File: src/shared/ttcrb_regs.svh
// constants for the two-capture-reload-baud timer
// Notes on behaviour
// - the count is sixteen bits, made of a low byte and a high byte
// - internal source counts the system clock divided by one or twelve
// - external source counts once per falling edge on the count pin
// - capture mode needs both baud selects clear, capture select set, run set
// - a trigger falling edge copies the full count into the reload pair
// - captures happen only with external enable set; otherwise trigger is ignored
// - in capture and reload modes a wrap sets the overflow flag and interrupt
// - reload mode when capture select and baud selects clear; run off stops all
// - in reload mode each overflow loads the reload pair into the count
// - in reload mode with external enable, a trigger edge forces a reload
// - either baud select gives baud mode, reloading whatever capture select holds
// - in baud mode overflows set no flag and become uart shift ticks
// - receive select routes ticks to receive, transmit select to transmit
// - baud mode internal source is system clock over two, prescale ignored
// - baud mode external source gives bit rate pin frequency over 32 times span
// - baud mode with external enable: trigger edge sets external flag and interrupt
// - timer events are offered as a converter start trigger
// - external flag set by a trigger capture, a forced reload or a baud-mode trigger edge; held until software clears
// - prescale select: zero gives divide by twelve, one gives undivided clock
`ifndef TTCRB_REGS_SVH
`define TTCRB_REGS_SVH

// ****************************************
// widths and reset values
// ****************************************
`define TTCRB_BYTE_W 8
`define TTCRB_COUNT_W 16
`define TTCRB_COUNT_RST 16'h0000
`define TTCRB_RELOAD_RST 16'h0000
`define TTCRB_COUNT_MAX 16'hFFFF

// ****************************************
// prescaler counts
// ****************************************
`define TTCRB_DIV12_LAST 4'hB
`define TTCRB_DIV12_RST 4'h0

`endif

File: src/shared/ttcrb_pkg.sv
// types shared by the two-capture-reload-baud timer
`default_nettype none
package ttcrb_pkg;

    // ****************************************
    // control bits driven by software
    // ****************************************
    typedef struct packed {
        logic run_bit;
        logic count_source_select;
        logic capture_reload_select;
        logic external_enable;
        logic receive_baud_select;
        logic transmit_baud_select;
        logic prescale_select;
    } ttcrb_ctrl_t;

    // ****************************************
    // operating modes
    // ****************************************
    typedef enum logic [1:0] {
        TTCRB_OFF = 2'b00,
        TTCRB_CAPTURE = 2'b01,
        TTCRB_RELOAD = 2'b10,
        TTCRB_BAUD = 2'b11
    } ttcrb_mode_t;

endpackage
`default_nettype wire

File: src/hdl/ttcrb_timer.sv
// sixteen-bit timer with capture, auto-reload and baud generation
`timescale 1ns/100ps
`include "ttcrb_regs.svh"
`default_nettype none
module ttcrb_timer (
    input wire logic clk_in,
    input wire logic resetn_in,
    input wire ttcrb_pkg::ttcrb_ctrl_t ctrl_in,
    input wire logic irq_enable_in,
    input wire logic count_input_pin_in,
    input wire logic trigger_pin_in,
    input wire logic clear_overflow_flag_in,
    input wire logic clear_external_flag_in,
    input wire logic count_wr_in,
    input wire logic [15:0] count_data_in,
    input wire logic reload_wr_in,
    input wire logic [15:0] reload_data_in,
    output logic [7:0] count_low_byte_out,
    output logic [7:0] count_high_byte_out,
    output logic [7:0] reload_low_byte_out,
    output logic [7:0] reload_high_byte_out,
    output logic overflow_flag_out,
    output logic external_flag_out,
    output logic irq_out,
    output logic rx_tick_out,
    output logic tx_tick_out,
    output logic adc_trigger_out
);

    // ****************************************
    // helpers
    // ****************************************

    // falling edge between two successive synchronised samples
    function automatic logic fall_of(input logic prev, input logic cur);
        fall_of = prev & ~cur;
    endfunction

    // ****************************************
    // state
    // ****************************************
    logic [15:0] count;
    logic [15:0] reload;
    logic overflow_flag;
    logic external_flag;
    logic [1:0] cnt_sync;
    logic cnt_prev;
    logic [1:0] trg_sync;
    logic trg_prev;
    logic [3:0] div12_cnt;
    logic div2_phase;
    logic ext_half;
    ttcrb_pkg::ttcrb_mode_t mode;
    logic cnt_fall;
    logic trg_fall;
    logic tick;
    logic ovf;
    logic trg_evt;
    logic cap_evt;
    logic force_reload;
    logic [15:0] next_count;

    // ****************************************
    // mode decode
    // ****************************************

    // baud selects outrank capture select; run off wins over all
    always_comb begin
        if (!ctrl_in.run_bit) begin
            mode = ttcrb_pkg::TTCRB_OFF;
        end else if (ctrl_in.receive_baud_select || ctrl_in.transmit_baud_select) begin
            mode = ttcrb_pkg::TTCRB_BAUD;
        end else if (ctrl_in.capture_reload_select) begin
            mode = ttcrb_pkg::TTCRB_CAPTURE;
        end else begin
            mode = ttcrb_pkg::TTCRB_RELOAD;
        end
    end

    // ****************************************
    // pin synchronisers
    // ****************************************

    // two flops per pin, then one more stage kept for edge compare
    always_ff @(posedge clk_in or negedge resetn_in) begin
        if (!resetn_in) begin
            cnt_sync <= 2'h3;
            cnt_prev <= 1'b1;
        end else begin
            cnt_sync <= {cnt_sync[0], count_input_pin_in};
            cnt_prev <= cnt_sync[1];
        end
    end

    // the trigger pin has its own chain, same depth
    always_ff @(posedge clk_in or negedge resetn_in) begin
        if (!resetn_in) begin
            trg_sync <= 2'h3;
            trg_prev <= 1'b1;
        end else begin
            trg_sync <= {trg_sync[0], trigger_pin_in};
            trg_prev <= trg_sync[1];
        end
    end

    // only the second stage and its delayed copy are compared
    assign cnt_fall = fall_of(cnt_prev, cnt_sync[1]);
    assign trg_fall = fall_of(trg_prev, trg_sync[1]);

    // ****************************************
    // prescalers
    // ****************************************

    // free-running divide by twelve; first tick may be short after run
    always_ff @(posedge clk_in or negedge resetn_in) begin
        if (!resetn_in) begin
            div12_cnt <= `TTCRB_DIV12_RST;
        end else if (div12_cnt == `TTCRB_DIV12_LAST) begin
            div12_cnt <= `TTCRB_DIV12_RST;
        end else begin
            div12_cnt <= div12_cnt + 4'h1;
        end
    end

    // divide by two for the baud time base
    always_ff @(posedge clk_in or negedge resetn_in) begin
        if (!resetn_in) begin
            div2_phase <= 1'b0;
        end else begin
            div2_phase <= ~div2_phase;
        end
    end

    // pin edges are halved in baud mode so the uart sees pin over 32 per span
    always_ff @(posedge clk_in or negedge resetn_in) begin
        if (!resetn_in) begin
            ext_half <= 1'b0;
        end else if (mode != ttcrb_pkg::TTCRB_BAUD) begin
            ext_half <= 1'b0;
        end else if (ctrl_in.count_source_select && cnt_fall) begin
            ext_half <= ~ext_half;
        end
    end

    // ****************************************
    // count tick selection
    // ****************************************

    // one increment request per selected source event, except in baud mode where only every second one counts
    always_comb begin
        tick = 1'b0;
        if (mode == ttcrb_pkg::TTCRB_BAUD) begin
            if (ctrl_in.count_source_select) begin
                tick = cnt_fall && ext_half;
            end else begin
                tick = div2_phase;
            end
        end else if (mode != ttcrb_pkg::TTCRB_OFF) begin
            if (ctrl_in.count_source_select) begin
                tick = cnt_fall;
            end else if (ctrl_in.prescale_select) begin
                tick = 1'b1;
            end else begin
                tick = (div12_cnt == `TTCRB_DIV12_LAST);
            end
        end
    end

    // wrap from all ones is the overflow event
    assign ovf = tick && (count == `TTCRB_COUNT_MAX);

    // trigger edges count only while enabled and running
    assign trg_evt = trg_fall && ctrl_in.external_enable && (mode != ttcrb_pkg::TTCRB_OFF);
    assign cap_evt = trg_evt && (mode == ttcrb_pkg::TTCRB_CAPTURE);
    assign force_reload = trg_evt && (mode == ttcrb_pkg::TTCRB_RELOAD);

    // ****************************************
    // counter
    // ****************************************

    // reload modes load the pair on overflow, capture mode wraps to zero
    always_comb begin
        next_count = count;
        if (force_reload) begin
            next_count = reload;
        end else if (ovf && (mode == ttcrb_pkg::TTCRB_CAPTURE)) begin
            next_count = `TTCRB_COUNT_RST;
        end else if (ovf) begin
            next_count = reload;
        end else if (tick) begin
            next_count = count + 16'h0001;
        end
    end

    // a software write wins over any count activity in the same cycle
    always_ff @(posedge clk_in or negedge resetn_in) begin
        if (!resetn_in) begin
            count <= `TTCRB_COUNT_RST;
        end else if (count_wr_in) begin
            count <= count_data_in;
        end else begin
            count <= next_count;
        end
    end

    // ****************************************
    // capture / reload pair
    // ****************************************

    // a capture wins over a software write so a measured edge is not lost
    always_ff @(posedge clk_in or negedge resetn_in) begin
        if (!resetn_in) begin
            reload <= `TTCRB_RELOAD_RST;
        end else if (cap_evt) begin
            reload <= count;
        end else if (reload_wr_in) begin
            reload <= reload_data_in;
        end
    end

    // ****************************************
    // flags
    // ****************************************

    // overflow flag: set beats clear, never set in baud mode
    always_ff @(posedge clk_in or negedge resetn_in) begin
        if (!resetn_in) begin
            overflow_flag <= 1'b0;
        end else if (ovf && (mode != ttcrb_pkg::TTCRB_BAUD)) begin
            overflow_flag <= 1'b1;
        end else if (clear_overflow_flag_in) begin
            overflow_flag <= 1'b0;
        end
    end

    // external flag: any enabled trigger edge while running, sticky
    always_ff @(posedge clk_in or negedge resetn_in) begin
        if (!resetn_in) begin
            external_flag <= 1'b0;
        end else if (trg_evt) begin
            external_flag <= 1'b1;
        end else if (clear_external_flag_in) begin
            external_flag <= 1'b0;
        end
    end

    // ****************************************
    // uart ticks and converter trigger
    // ****************************************

    // registered one-cycle pulses; the uart does the divide by sixteen
    always_ff @(posedge clk_in or negedge resetn_in) begin
        if (!resetn_in) begin
            rx_tick_out <= 1'b0;
            tx_tick_out <= 1'b0;
        end else begin
            rx_tick_out <= ovf && (mode == ttcrb_pkg::TTCRB_BAUD)
                && ctrl_in.receive_baud_select;
            tx_tick_out <= ovf && (mode == ttcrb_pkg::TTCRB_BAUD)
                && ctrl_in.transmit_baud_select;
        end
    end

    // every overflow is offered to the converter, baud mode included
    always_ff @(posedge clk_in or negedge resetn_in) begin
        if (!resetn_in) begin
            adc_trigger_out <= 1'b0;
        end else begin
            adc_trigger_out <= ovf;
        end
    end

    // ****************************************
    // outputs
    // ****************************************
    assign count_low_byte_out = count[7:0];
    assign count_high_byte_out = count[15:8];
    assign reload_low_byte_out = reload[7:0];
    assign reload_high_byte_out = reload[15:8];
    assign overflow_flag_out = overflow_flag;
    assign external_flag_out = external_flag;
    // interrupt is a level while either flag is held and enabled
    assign irq_out = irq_enable_in && (overflow_flag || external_flag);
endmodule // ttcrb_timer
`default_nettype wire

File: config.mk
export PLATFORM = sky130hd
export DESIGN_NAME = ttcrb_timer
export DESIGN_NICKNAME = d
export VERILOG_FILES = /design/src/shared/ttcrb_pkg.sv /design/src/hdl/ttcrb_timer.sv
export VERILOG_INCLUDE_DIRS = /design/src /design/src/shared
export SDC_FILE = /design/constraint.sdc
export NUM_CORES = 1
export LEC_CHECK = 0
export ABC_AREA = 1
export BUFFER_PORTS_ARGS = -buffer_cell sky130_fd_sc_hd__buf_2
export CORE_MARGIN = 10
export CORE_UTILIZATION = 50
export DETAILED_ROUTE_END_ITERATION = 10
export PLACE_DENSITY = 0.77
export REMOVE_ABC_BUFFERS = 1
export SLEW_MARGIN = 20
export SYNTH_ARGS = -nofsm -noshare
export SYNTH_HDL_FRONTEND = slang
export SYNTH_SLANG_ARGS = --single-unit
File: constraint.sdc
create_clock -name clk_in -period 2.35 [get_ports clk_in]
set_input_delay 0.1175 -clock clk_in [delete_from_list [all_inputs] [get_ports clk_in]]
set_output_delay 0.1175 -clock clk_in [all_outputs]
set_load 0.05 [all_outputs]
# Word-level counts from Yosys, hierarchy flattened
# Cells that the tools add are included.
dict set report classes {
  bitwise 6
  muxes 22
  addsub 2
  eq_ne 6
  reduce_logical 21
}
# op count
set ops {}
lappend ops {{2-to-1 mux 16 bit} 7}
lappend ops {{adder 16 x 1 -> 16 bit (second input constant)} 1}
lappend ops {{== test 16 bit (second input constant)} 1}
lappend ops {{logical AND 1 bit} 13}
lappend ops {{2-to-1 mux 1 bit} 11}
lappend ops {{nonzero test 2 bit} 5}
lappend ops {{2-to-1 mux 2 bit} 3}
lappend ops {{nonzero test 5 bit} 1}
lappend ops {{adder 4 x 1 -> 4 bit (second input constant)} 1}
lappend ops {{== test 2 bit (second input constant)} 2}
lappend ops {{== test 4 bit (second input constant)} 1}
lappend ops {{2-to-1 mux 4 bit} 1}
lappend ops {{inverter 1 bit} 4}
lappend ops {{AND 1 bit} 2}
lappend ops {{== test 2 x 1 -> 1 bit (second input constant)} 1}
lappend ops {{logical OR 1 bit} 2}
lappend ops {{inequality test 2 bit (second input constant)} 1}
dict set report totals {
  regBits 49
  wordCells 71
  inputBits 48
  output_inout_bits 38
}

# Longest topological paths before layout
# Gate-level depths: netlist of the first run.
dict set report logic_depth {
  ltp_word 11
  ltp_mapped 13
  ltp_nobuf 12
}

# Worst setup path after synthesis of the first run
# No wires, ideal clock.
dict set report synth_path {
  kind {register to register}
  startpoint {register count[1]}
  endpoint {register count[4]}
  setup_time_ns 0.118
  setup_slack_ns 0.255
  period_less_slack_ns 2.095
  arrival_time_ns 1.977
  required_time_ns 2.232
  path_buffers 1
  path_stages_with_launch 12
  cell_sequence {dfrtp_1 -> ha_1 -> nand3_1 -> nor2_1 -> nand4_2 -> nor2_2 -> nand3_4 -> buf_6 -> nand3_1 -> nand2_1 -> nand2_1 -> nand2_1}
}
dict set report synth_via {
  elab_chain_cells 6
  elab_cells_between_ends 10
  classes_between {add/sub: 1; eq/ne: 1; mux: 5; reduce/logical: 3}
}
# item line_no
set synth_rtl {}
lappend synth_rtl {{start, declared} ttcrb_timer.sv:42} ;# logic [15:0] count;
lappend synth_rtl {{start signal, assigned} ttcrb_timer.sv:198} ;# count <= `TTCRB_COUNT_RST;
lappend synth_rtl {{start signal, assigned} ttcrb_timer.sv:200} ;# count <= count_data_in;
lappend synth_rtl {{start signal, assigned} ttcrb_timer.sv:202} ;# count <= next_count;
lappend synth_rtl {{adder 16 x 1 -> 16 bit or == test 16 bit (tied branches)} -}
lappend synth_rtl {{2-to-1 mux 16 bit or logical AND 1 bit (tied branches)} {ttcrb_timer.sv:190, ttcrb_timer.sv:170}}
lappend synth_rtl {{2-to-1 mux 16 bit or logical AND 1 bit (tied branches)} {ttcrb_timer.sv:188, ttcrb_timer.sv:186}}
lappend synth_rtl {{2-to-1 mux 16 bit} ttcrb_timer.sv:186} ;# end else if (ovf && (mode == ttcrb_pkg::TTCRB_CAPTURE)) begin
lappend synth_rtl {{2-to-1 mux 16 bit} ttcrb_timer.sv:184} ;# if (force_reload) begin
lappend synth_rtl {{2-to-1 mux 16 bit} ttcrb_timer.sv:199} ;# end else if (count_wr_in) begin
# Parallel ways exist; a longest one is shown, timed or not. The select of a mux whose other input is x is not followed.
# A chain may end at the register's enable or synchronous reset.

# Worst setup path after layout of the first run
dict set report layout_path {
  startpoint {register count[1]}
  endpoint {register count[6]}
}
# The elaborated chain is that of the path after synthesis.

==> key figures, run 1 <==
Synthesis
  • Yosys warns: 0
  • Syn Area/Cell: between 7 and 8 µm²
  • Largest family of logic cells by synthesized area: simple AND/OR/NAND/NOR gates
  • Sequential area share after synthesis: 0.394
  • Post-Synth Adder-Cell Area: 0.00800
  • Post-synthesis mux area share: 0
  • Mapped Cells: roughly 430
  • Synthesis-stage register bit count: 49
  • Synth Area in XOR/XNOR: 0.0168
  • Post-Syn Area: ~3100 µm²
  • Synth Area in Compound Gates: 0.0676
  • Simple-Gate Fraction of Synth Area: 0.409
  • Cell variety after synth: 34

GRT
  • Met1 Use GR: 0.227
  • Total gr overflow: 0
  • M2 GR Usage: 0.298
  • Vias in the first global route: 3099
  • Met3 usage in global routing: 0.0526
  • GRT Util Overall: 0.181
  • Pin count of the biggest net entering global routing: 50
  • Initial antenna violation count: 0
  • GR peak layer: met2
  • First-pass GRT wire length: 14900 µm

Clock tree
  • CTS max path bufs: 2
  • Clk_lat worst skew: ~310 ps
  • CTS H-tree depth: 2
  • Clk sinks: 49
  • CTS Buf Count: 5
  • TritonCTS clock tree: done
  • Root Buffer: clkbuf_8
  • Postcts setup bufs: 0
  • Clock transition at path regs: ~110 ps

Status
  • Status: completed

Setup path
  • Crit Path Max Fanout: 13
  • Critical path required time: ~2600 ps
  • Top cell by count, worst path: nand2_1
  • Setup crit end kind: flip-flop
  • Crit-path cells: ha_1 -> nand2_1 -> nor2_4 -> nand2_4 -> nor2_8 -> nand3_4 -> nand2_4 -> nand2_1 -> nand3_1 -> nand2_1 -> nand2_1 -> nand2_1
  • Crit path DAT: roughly 2300 ps
  • CP startpoint kind: flip-flop
  • Critical path's largest stage delay: 460 ps
  • Crit path kind: reg2reg
  • Crit-path slowest cell: dfrtp_1

STA
  • Final setup viols: 0
  • Worst-margin pin slew: ~650 ps
  • Hold WS: between 30 and 40 ps
  • Final Hold Vio Count: 0
  • Skew final: around 9 ps
  • RSZ-0062 raised after global routing: no
  • Total negative slack: 0 ps
  • Period utilization: 0.868
  • Max-Slew Margin vs Limit: 0.566
  • Final max-slew violation count: 0
  • Max Fclk: 490 MHz
  • Final min period: between 2000 and 2500 ps

Detailed routing
  • Pre-Repair DR Iteration Count: 4
  • DRT iter0 DRCs: around 150
  • Wirelength per Cell: 15.4 µm
  • Routed Antenna Nets: 0
  • Routed vias/inst: 5.16
  • Drt total wl: a little over 9000 µm
  • Via count: 3043
  • Final routed DRC violation total: 0

Die
  • Die ar.: just under 10000 µm²
  • Io pins: 86
  • # rows: 28
  • Die Height: 99.1 µm
  • Die width: between 90 and 100 µm
  • Core Area: between 5000 and 6000 µm²
  • Initial Util: 0.522

Power and ir drop
  • PwrDens: between 600 and 700 nW/µm²
  • IR Drop Worst-Case VDD: around 370 µV
  • Leakage power: 0.00211 µW

Placed design
  • Port Buf Inserts: 85
  • Post-DP HPWL: about 6400 µm
  • Gpl congestion: between 0.8 and 0.9

Flow run
  • Max Cap Viol: 0

Cells and area
  • Nets: around 560
  • # diodes: 0
  • Layout area overhead: 20.6%
  • Share of cells above drive strength 1: 0.268

Worst hold path
  • Hold Crit Class: in2reg
## sequential cells by signal, summed over array words and instances (netlist names)
register / count
trg_sync: 2
cnt_sync: 2
tx_tick_out: 1
div2_phase: 1
external_flag_out: 1
rx_tick_out: 1
ext_half: 1
count: 16
overflow_flag_out: 1
adc_trigger_out: 1
reload: 16
trg_prev: 1
div12_cnt: 4
cnt_prev: 1
## critical path: cells and delay by family, from the launching register on
| kind | cells | cell delay (ps) |
|---|---|---|
| adder cells (fa/ha/maj) | 1 | 240 |
| AND/OR/NAND/NOR | 11 | 1220 |
| flip-flops | 1 | 460 |
## layout by cell type, fill, tap and decap left out, types with 2 or more instances in the layout
cell	count
buf_4	7
o211ai_1	3
ha_1	2
inv_2	3
dfstp_2	6
nor2_1	53
nand4_1	8
nand3_4	2
o221ai_1	13
nand3_2	10
nand2_1	126
inv_1	55
dlygate4sd3_1	5
nand2_4	2
clkbuf_8	5
buf_2	85
nand2_2	3
dfrtp_1	43
o21ai_0	8
xor2_1	5
nand3_1	51
nor2_4	7
## kinds of logic (layout without fill, tap and decap cells)
group	count (synthesis)	after routing
fa+ha+maj	2	2
flops	49	49
buf+inv	76	163
simple gates	266	267
compound gates	28	28
xor+xnor	6	6
## cells in the mapped netlist
library cell | n | area share
dfrtp_1 | 43 | 0.34
nand3_2 | 10 | 0.032
buf_8 | 1 | 0.0048
buf_4 | 1 | 0.0024
buf_1 | 1 | 0.0012
o21ai_0 | 8 | 0.013
o211ai_1 | 3 | 0.0072
buf_2 | 8 | 0.013
nor3_1 | 1 | 0.0016
nand3_1 | 51 | 0.082
dfstp_2 | 6 | 0.050
a21oi_4 | 1 | 0.0052
o221ai_1 | 13 | 0.036
nor2_2 | 1 | 0.0020
nand4_2 | 1 | 0.0040
o22ai_1 | 1 | 0.0020
nand2_4 | 2 | 0.0072
inv_1 | 55 | 0.066
xor2_1 | 5 | 0.014
nor2_4 | 6 | 0.022
nand2_1 | 126 | 0.15
o21a_1 | 1 | 0.0024
xnor2_1 | 1 | 0.0028
nor2_1 | 53 | 0.064
nand4_1 | 8 | 0.016
nand3_4 | 2 | 0.011
a21oi_1 | 1 | 0.0016
clkbuf_1 | 5 | 0.0060
nor2_8 | 1 | 0.0064
buf_6 | 2 | 0.0072
nor3_4 | 1 | 0.0052
ha_1 | 2 | 0.0080
inv_2 | 3 | 0.0036
nand2_2 | 3 | 0.0060
## where the power goes
part | internal [µW] | leakage, µW | switching [µW] | total, µW
Clock | 327 | 0.0000603 | 330 | 657
Sequential | 923 | 0.000593 | 101 | 1020
Combinational | 237 | 0.00145 | 572 | 809
## final timing paths
kind	end	cells past startpoint	slack, ps	startpoint
setup / recovery	count[6]$_DFFE_PN0P_	12	310	count[1]$_DFFE_PN0P_
hold / removal	reload[3]$_DFFE_PN0P_	3	30	reload_data_in[3]
setup reg to reg	count[6]$_DFFE_PN0P_	12	310	count[1]$_DFFE_PN0P_
hold reg to reg	trg_sync[1]$_DFF_PN1_	0	360	trg_sync[0]$_DFF_PN1_
max in group asynchronous	reload[12]$_DFFE_PN0P_	3	1480	resetn_in
min in group asynchronous	reload[1]$_DFFE_PN0P_	3	440	resetn_in
## layout make-up
cell class                 count  area, µm²
sequential                    49       1230
multi-input combinational    303       1580
fill                         575       2220
inverter                      58        218
tap                           75       93.8
clock inverter                 3       50.0
timing repair buffer          97        528
clock buffer                   5       68.8
## routing by layer
layer | up-vias | wire (µm)
met5 | - | 0
met4 | 0 | 29
met3 | 4 | 759
met2 | 107 | 4330
met1 | 1398 | 3990
li1 | 1534 | -
## per-stage QoR
step	std cells	instance area, µm²	total power, µW	util	setup WS [ps]
after floorplan	409	3020	1600	-	127
after global placement	576	3590	1820	0.600	329
final	590	3770	2490	0.630	309
after CTS	589	3760	2500	0.628	207
after global routing	590	3770	2630	0.630	109
after detailed placement	576	3590	1840	0.600	225
## what timing repair did
action	4_1_cts	5_1_grt
setup endpoints to repair	0	14
hold buffers	5	0
gates resized for setup	0	1
hold endpoints to repair	47	0
(Power assumes the default switching activity.)
==> run 2: changes to the inputs <==
--- a/config.mk
+++ b/config.mk
@@ -6,12 +6,11 @@
 export SDC_FILE = /design/constraint.sdc
 export NUM_CORES = 1
 export LEC_CHECK = 0
-export ABC_AREA = 1
 export BUFFER_PORTS_ARGS = -buffer_cell sky130_fd_sc_hd__buf_2
 export CORE_MARGIN = 10
 export CORE_UTILIZATION = 50
 export DETAILED_ROUTE_END_ITERATION = 10
-export PLACE_DENSITY = 0.77
+export PLACE_DENSITY = 0.78
 export REMOVE_ABC_BUFFERS = 1
 export SLEW_MARGIN = 20
 export SYNTH_ARGS = -nofsm -noshare
==> run 2 against run 1 <==
  * Via count down 9.3%
  * Largest power group unchanged
  * Synthesized cell count down 28%
  * Utilization up 1.9 points
  * Die area shrank 6.0%
  * First-iteration DRC count increased by 35%
  * Power fell by 9.2%
  * Global-route usage decreased by 0.29 points
==> key figures, run 2 <==
Placed design
  • Port Buf Inserts: 85
  • Post-DP HPWL: 6060 µm
  • Placed Cells: about 460
  • Gpl congestion: 0.903
  • Post-DP Area: 3450 µm²

Cells and area
  • Reg area: between 1000 and 1500 µm²
  • Area of the multi-input gates: about 1500 µm²
  • Nets: around 450
  • Layout area overhead: 25.0%
  • Top flop regs: count x16, reload x16, div12_cnt x4
  • Fillcell total: a little under 500
  • Most frequent cells in the layout: buf_2 (85), dfrtp_1 (43), a21oi_1 (34)
  • Non-Filler Instances: about 480
  • Most common cell after layout, fill and taps aside: buf_2
  • Design area: ~3600 µm²
  • # diodes: 0
  • Share of cells above drive strength 1: 0.334

STA
  • Final setup viols: 0
  • Worst-margin pin slew: 897 ps
  • Max-Slew Margin vs Limit: 0.402
  • Max Fclk: about 470 MHz
  • Final max-slew violation count: 0
  • RSZ-0062 raised after global routing: no
  • Final min period: between 2000 and 2500 ps
  • Skew final: slightly above 10 ps
  • Final Hold Vio Count: 0
  • Period utilization: 0.904

Clock tree
  • Clk sinks: 49
  • CTS Buf Count: 5
  • Clock transition at path regs: approximately 90 ps
  • Root Buffer: clkbuf_8
  • CTS max path bufs: 2
  • Postcts setup bufs: 0
  • Clk_lat worst skew: 310 ps
  • TritonCTS clock tree: done
  • CTS H-tree depth: 2

Worst hold path
  • Hold Crit Class: in2reg
  • Hold Path Depth: 3

Detailed routing
  • Wirelength per Cell: 17.1 µm
  • Routed Antenna Nets: 0
  • Pre-Repair DR Iteration Count: 5
  • Via count: between 2000 and 3000
  • Drt total wl: slightly above 8000 µm
  • Routed vias/inst: about 5.8
  • DRT iter0 DRCs: 200
  • Final routed DRC violation total: 0

Power and ir drop
  • PwrDens: about 620 nW/µm²
  • IR Drop Worst-Case VDD: between 400 and 500 µV
  • Leakage power: roughly 0.0017 µW
  • Total chip power: 2260 µW

Setup path
  • Setup crit end kind: flip-flop
  • Crit Path Max Fanout: 17
  • Crit path kind: reg2reg
  • Critical path's largest stage delay: approximately 550 ps
  • CP startpoint kind: flip-flop
  • Critical path required time: around 2600 ps
  • Crit-path slowest cell: dfstp_2
  • Crit path DAT: 2330 ps
  • Reg2Reg Depth: 7
  • Crit-path cells: and4b_1 -> o31a_4 -> nand3_2 -> inv_2 -> buf_4 -> a311o_1 -> a32o_1

Synthesis
  • Post-Syn Area: approximately 2900 µm²
  • Synthesis-stage register bit count: 49
  • Yosys warns: 0
  • Fraction of registers with async set/reset: 1.00
  • Post-synth EDFFs: 0
  • Dominant synthesized flop cell: dfrtp_1
  • Synth top cells by count: dfrtp_1 (43), a21oi_1 (34), nor2_1 (25), mux2i_1 (17), nand2_1 (16)
  • Yosys top cell area share: 0.372
  • Cell variety after synth: 62
  • Syn Area/Cell: about 9.4 µm²
  • Dominant cells by area after synthesis: dfrtp_1 (37%), a21oi_1 (5.9%), mux2i_1 (5.9%)
  • Area leader, netlist: dfrtp_1
  • Mapped Cells: between 300 and 400
  • Sequential area share after synthesis: 0.426
  • Count leader, synth: dfrtp_1

Die
  • Core Area: between 5000 and 6000 µm²
  • Io pins: 86
  • # rows: 27
  • Die Height: a little under 100 µm
  • Die ar.: 9230 µm²
  • Die width: roughly 96 µm
  • Initial Util: 0.519

GRT
  • GRT Util Overall: 0.178
  • Initial antenna violation count: 0
  • Pin count of the biggest net entering global routing: between 40 and 50
  • Total gr overflow: 0
  • Vias in the first global route: approximately 2800
  • First-pass GRT wire length: 13200 µm

Flow run
  • Max Cap Viol: 0

Status
  • Status: completed
run 2: cell count changes after synthesis, sizes merged, moves of 13 or more:
cell / before / now
nand3: 63 / 9
nor3: 2 / 15
nand2: 131 / 16
a31oi: 0 / 13
mux2i: 0 / 17
nor2: 61 / 27
a21oi: 2 / 35
and2: 0 / 15
inv: 58 / 8
run 2: critical path: cells and delay by family, from the launching register on:
| kind | cells | cell delay [ps] |
|---|---|---|
| compound gates | 3 | 930 |
| flops | 1 | 550 |
| simple gates | 2 | 300 |
| buf+inv | 2 | 250 |
run 2: timing repair:
| action | CTS | global route |
|---|---|---|
| endpoints found under the setup margin | 0 | 4 |
| gates resized for setup | 0 | 1 |
| hold buffers | 5 | 0 |
| endpoints found under the hold margin | 38 | 0 |
run 2: layout make-up:
type                            instances  area share
Timing Repair Buffer                  107       0.167
Tap cell                               72      0.0249
Clock inverter                          3      0.0128
Inverter                                9     0.00934
Clock buffer                            5      0.0190
Sequential cell                        49       0.341
Multi-Input combinational cell        231       0.426
run 2: cell families (layout without fill, tap and decap cells):
kind of cell	count (synthesis)	count (layout)	share of synthesized area
AOI/OAI and AO/OA	86	86	0.212
DFF	49	49	0.426
buffers and inverters	28	124	0.0411
adders and majority gates	2	2	0.00865
and+or+nand+nor	113	113	0.213
muxes	18	18	0.0627
xor gates and xnor gates	12	12	0.0363
run 2: power breakdown:
part / internal (µW) / switching [µW] / leakage, µW
combinational: 205 / 436 / 0.00105
sequential: 916 / 89.5 / 0.000587
clock: 319 / 295 / 0.0000543
total: 1440 / 820 / 0.00169
run 2: through the flow:
step                 util  hold slack, ps  TNS, ps  setup WS, ps
detailed placement  0.619             225        0           109
global placement    0.619             222        0           242
finish              0.649            61.5        0           225
floorplan               -            -178    -4980          -465
global route        0.649            58.0        0          54.3
CTS                 0.649            59.2        0          86.1
run 2: final timing paths:
kind | from | to | slack, ps
setup / recovery | cnt_sync[1]$_DFF_PN1_ | count[14]$_DFFE_PN0P_ | 220
hold / removal | count_data_in[0] | count[0]$_DFFE_PN0P_ | 60
setup reg to reg | cnt_sync[1]$_DFF_PN1_ | count[14]$_DFFE_PN0P_ | 220
hold reg to reg | trg_sync[0]$_DFF_PN1_ | trg_sync[1]$_DFF_PN1_ | 360
max in group asynchronous | resetn_in | count[4]$_DFFE_PN0P_ | 1210
min in group asynchronous | resetn_in | reload[14]$_DFFE_PN0P_ | 470
run 2: per-layer routing:
layer,global-route usage,routed length (µm),vias to the layer above
li1,-,-,1333
met1,0.221,3410,1291
met2,0.293,3910,122
met3,0.0405,644,15
met4,0.0700,178,0
met5,0,0,-
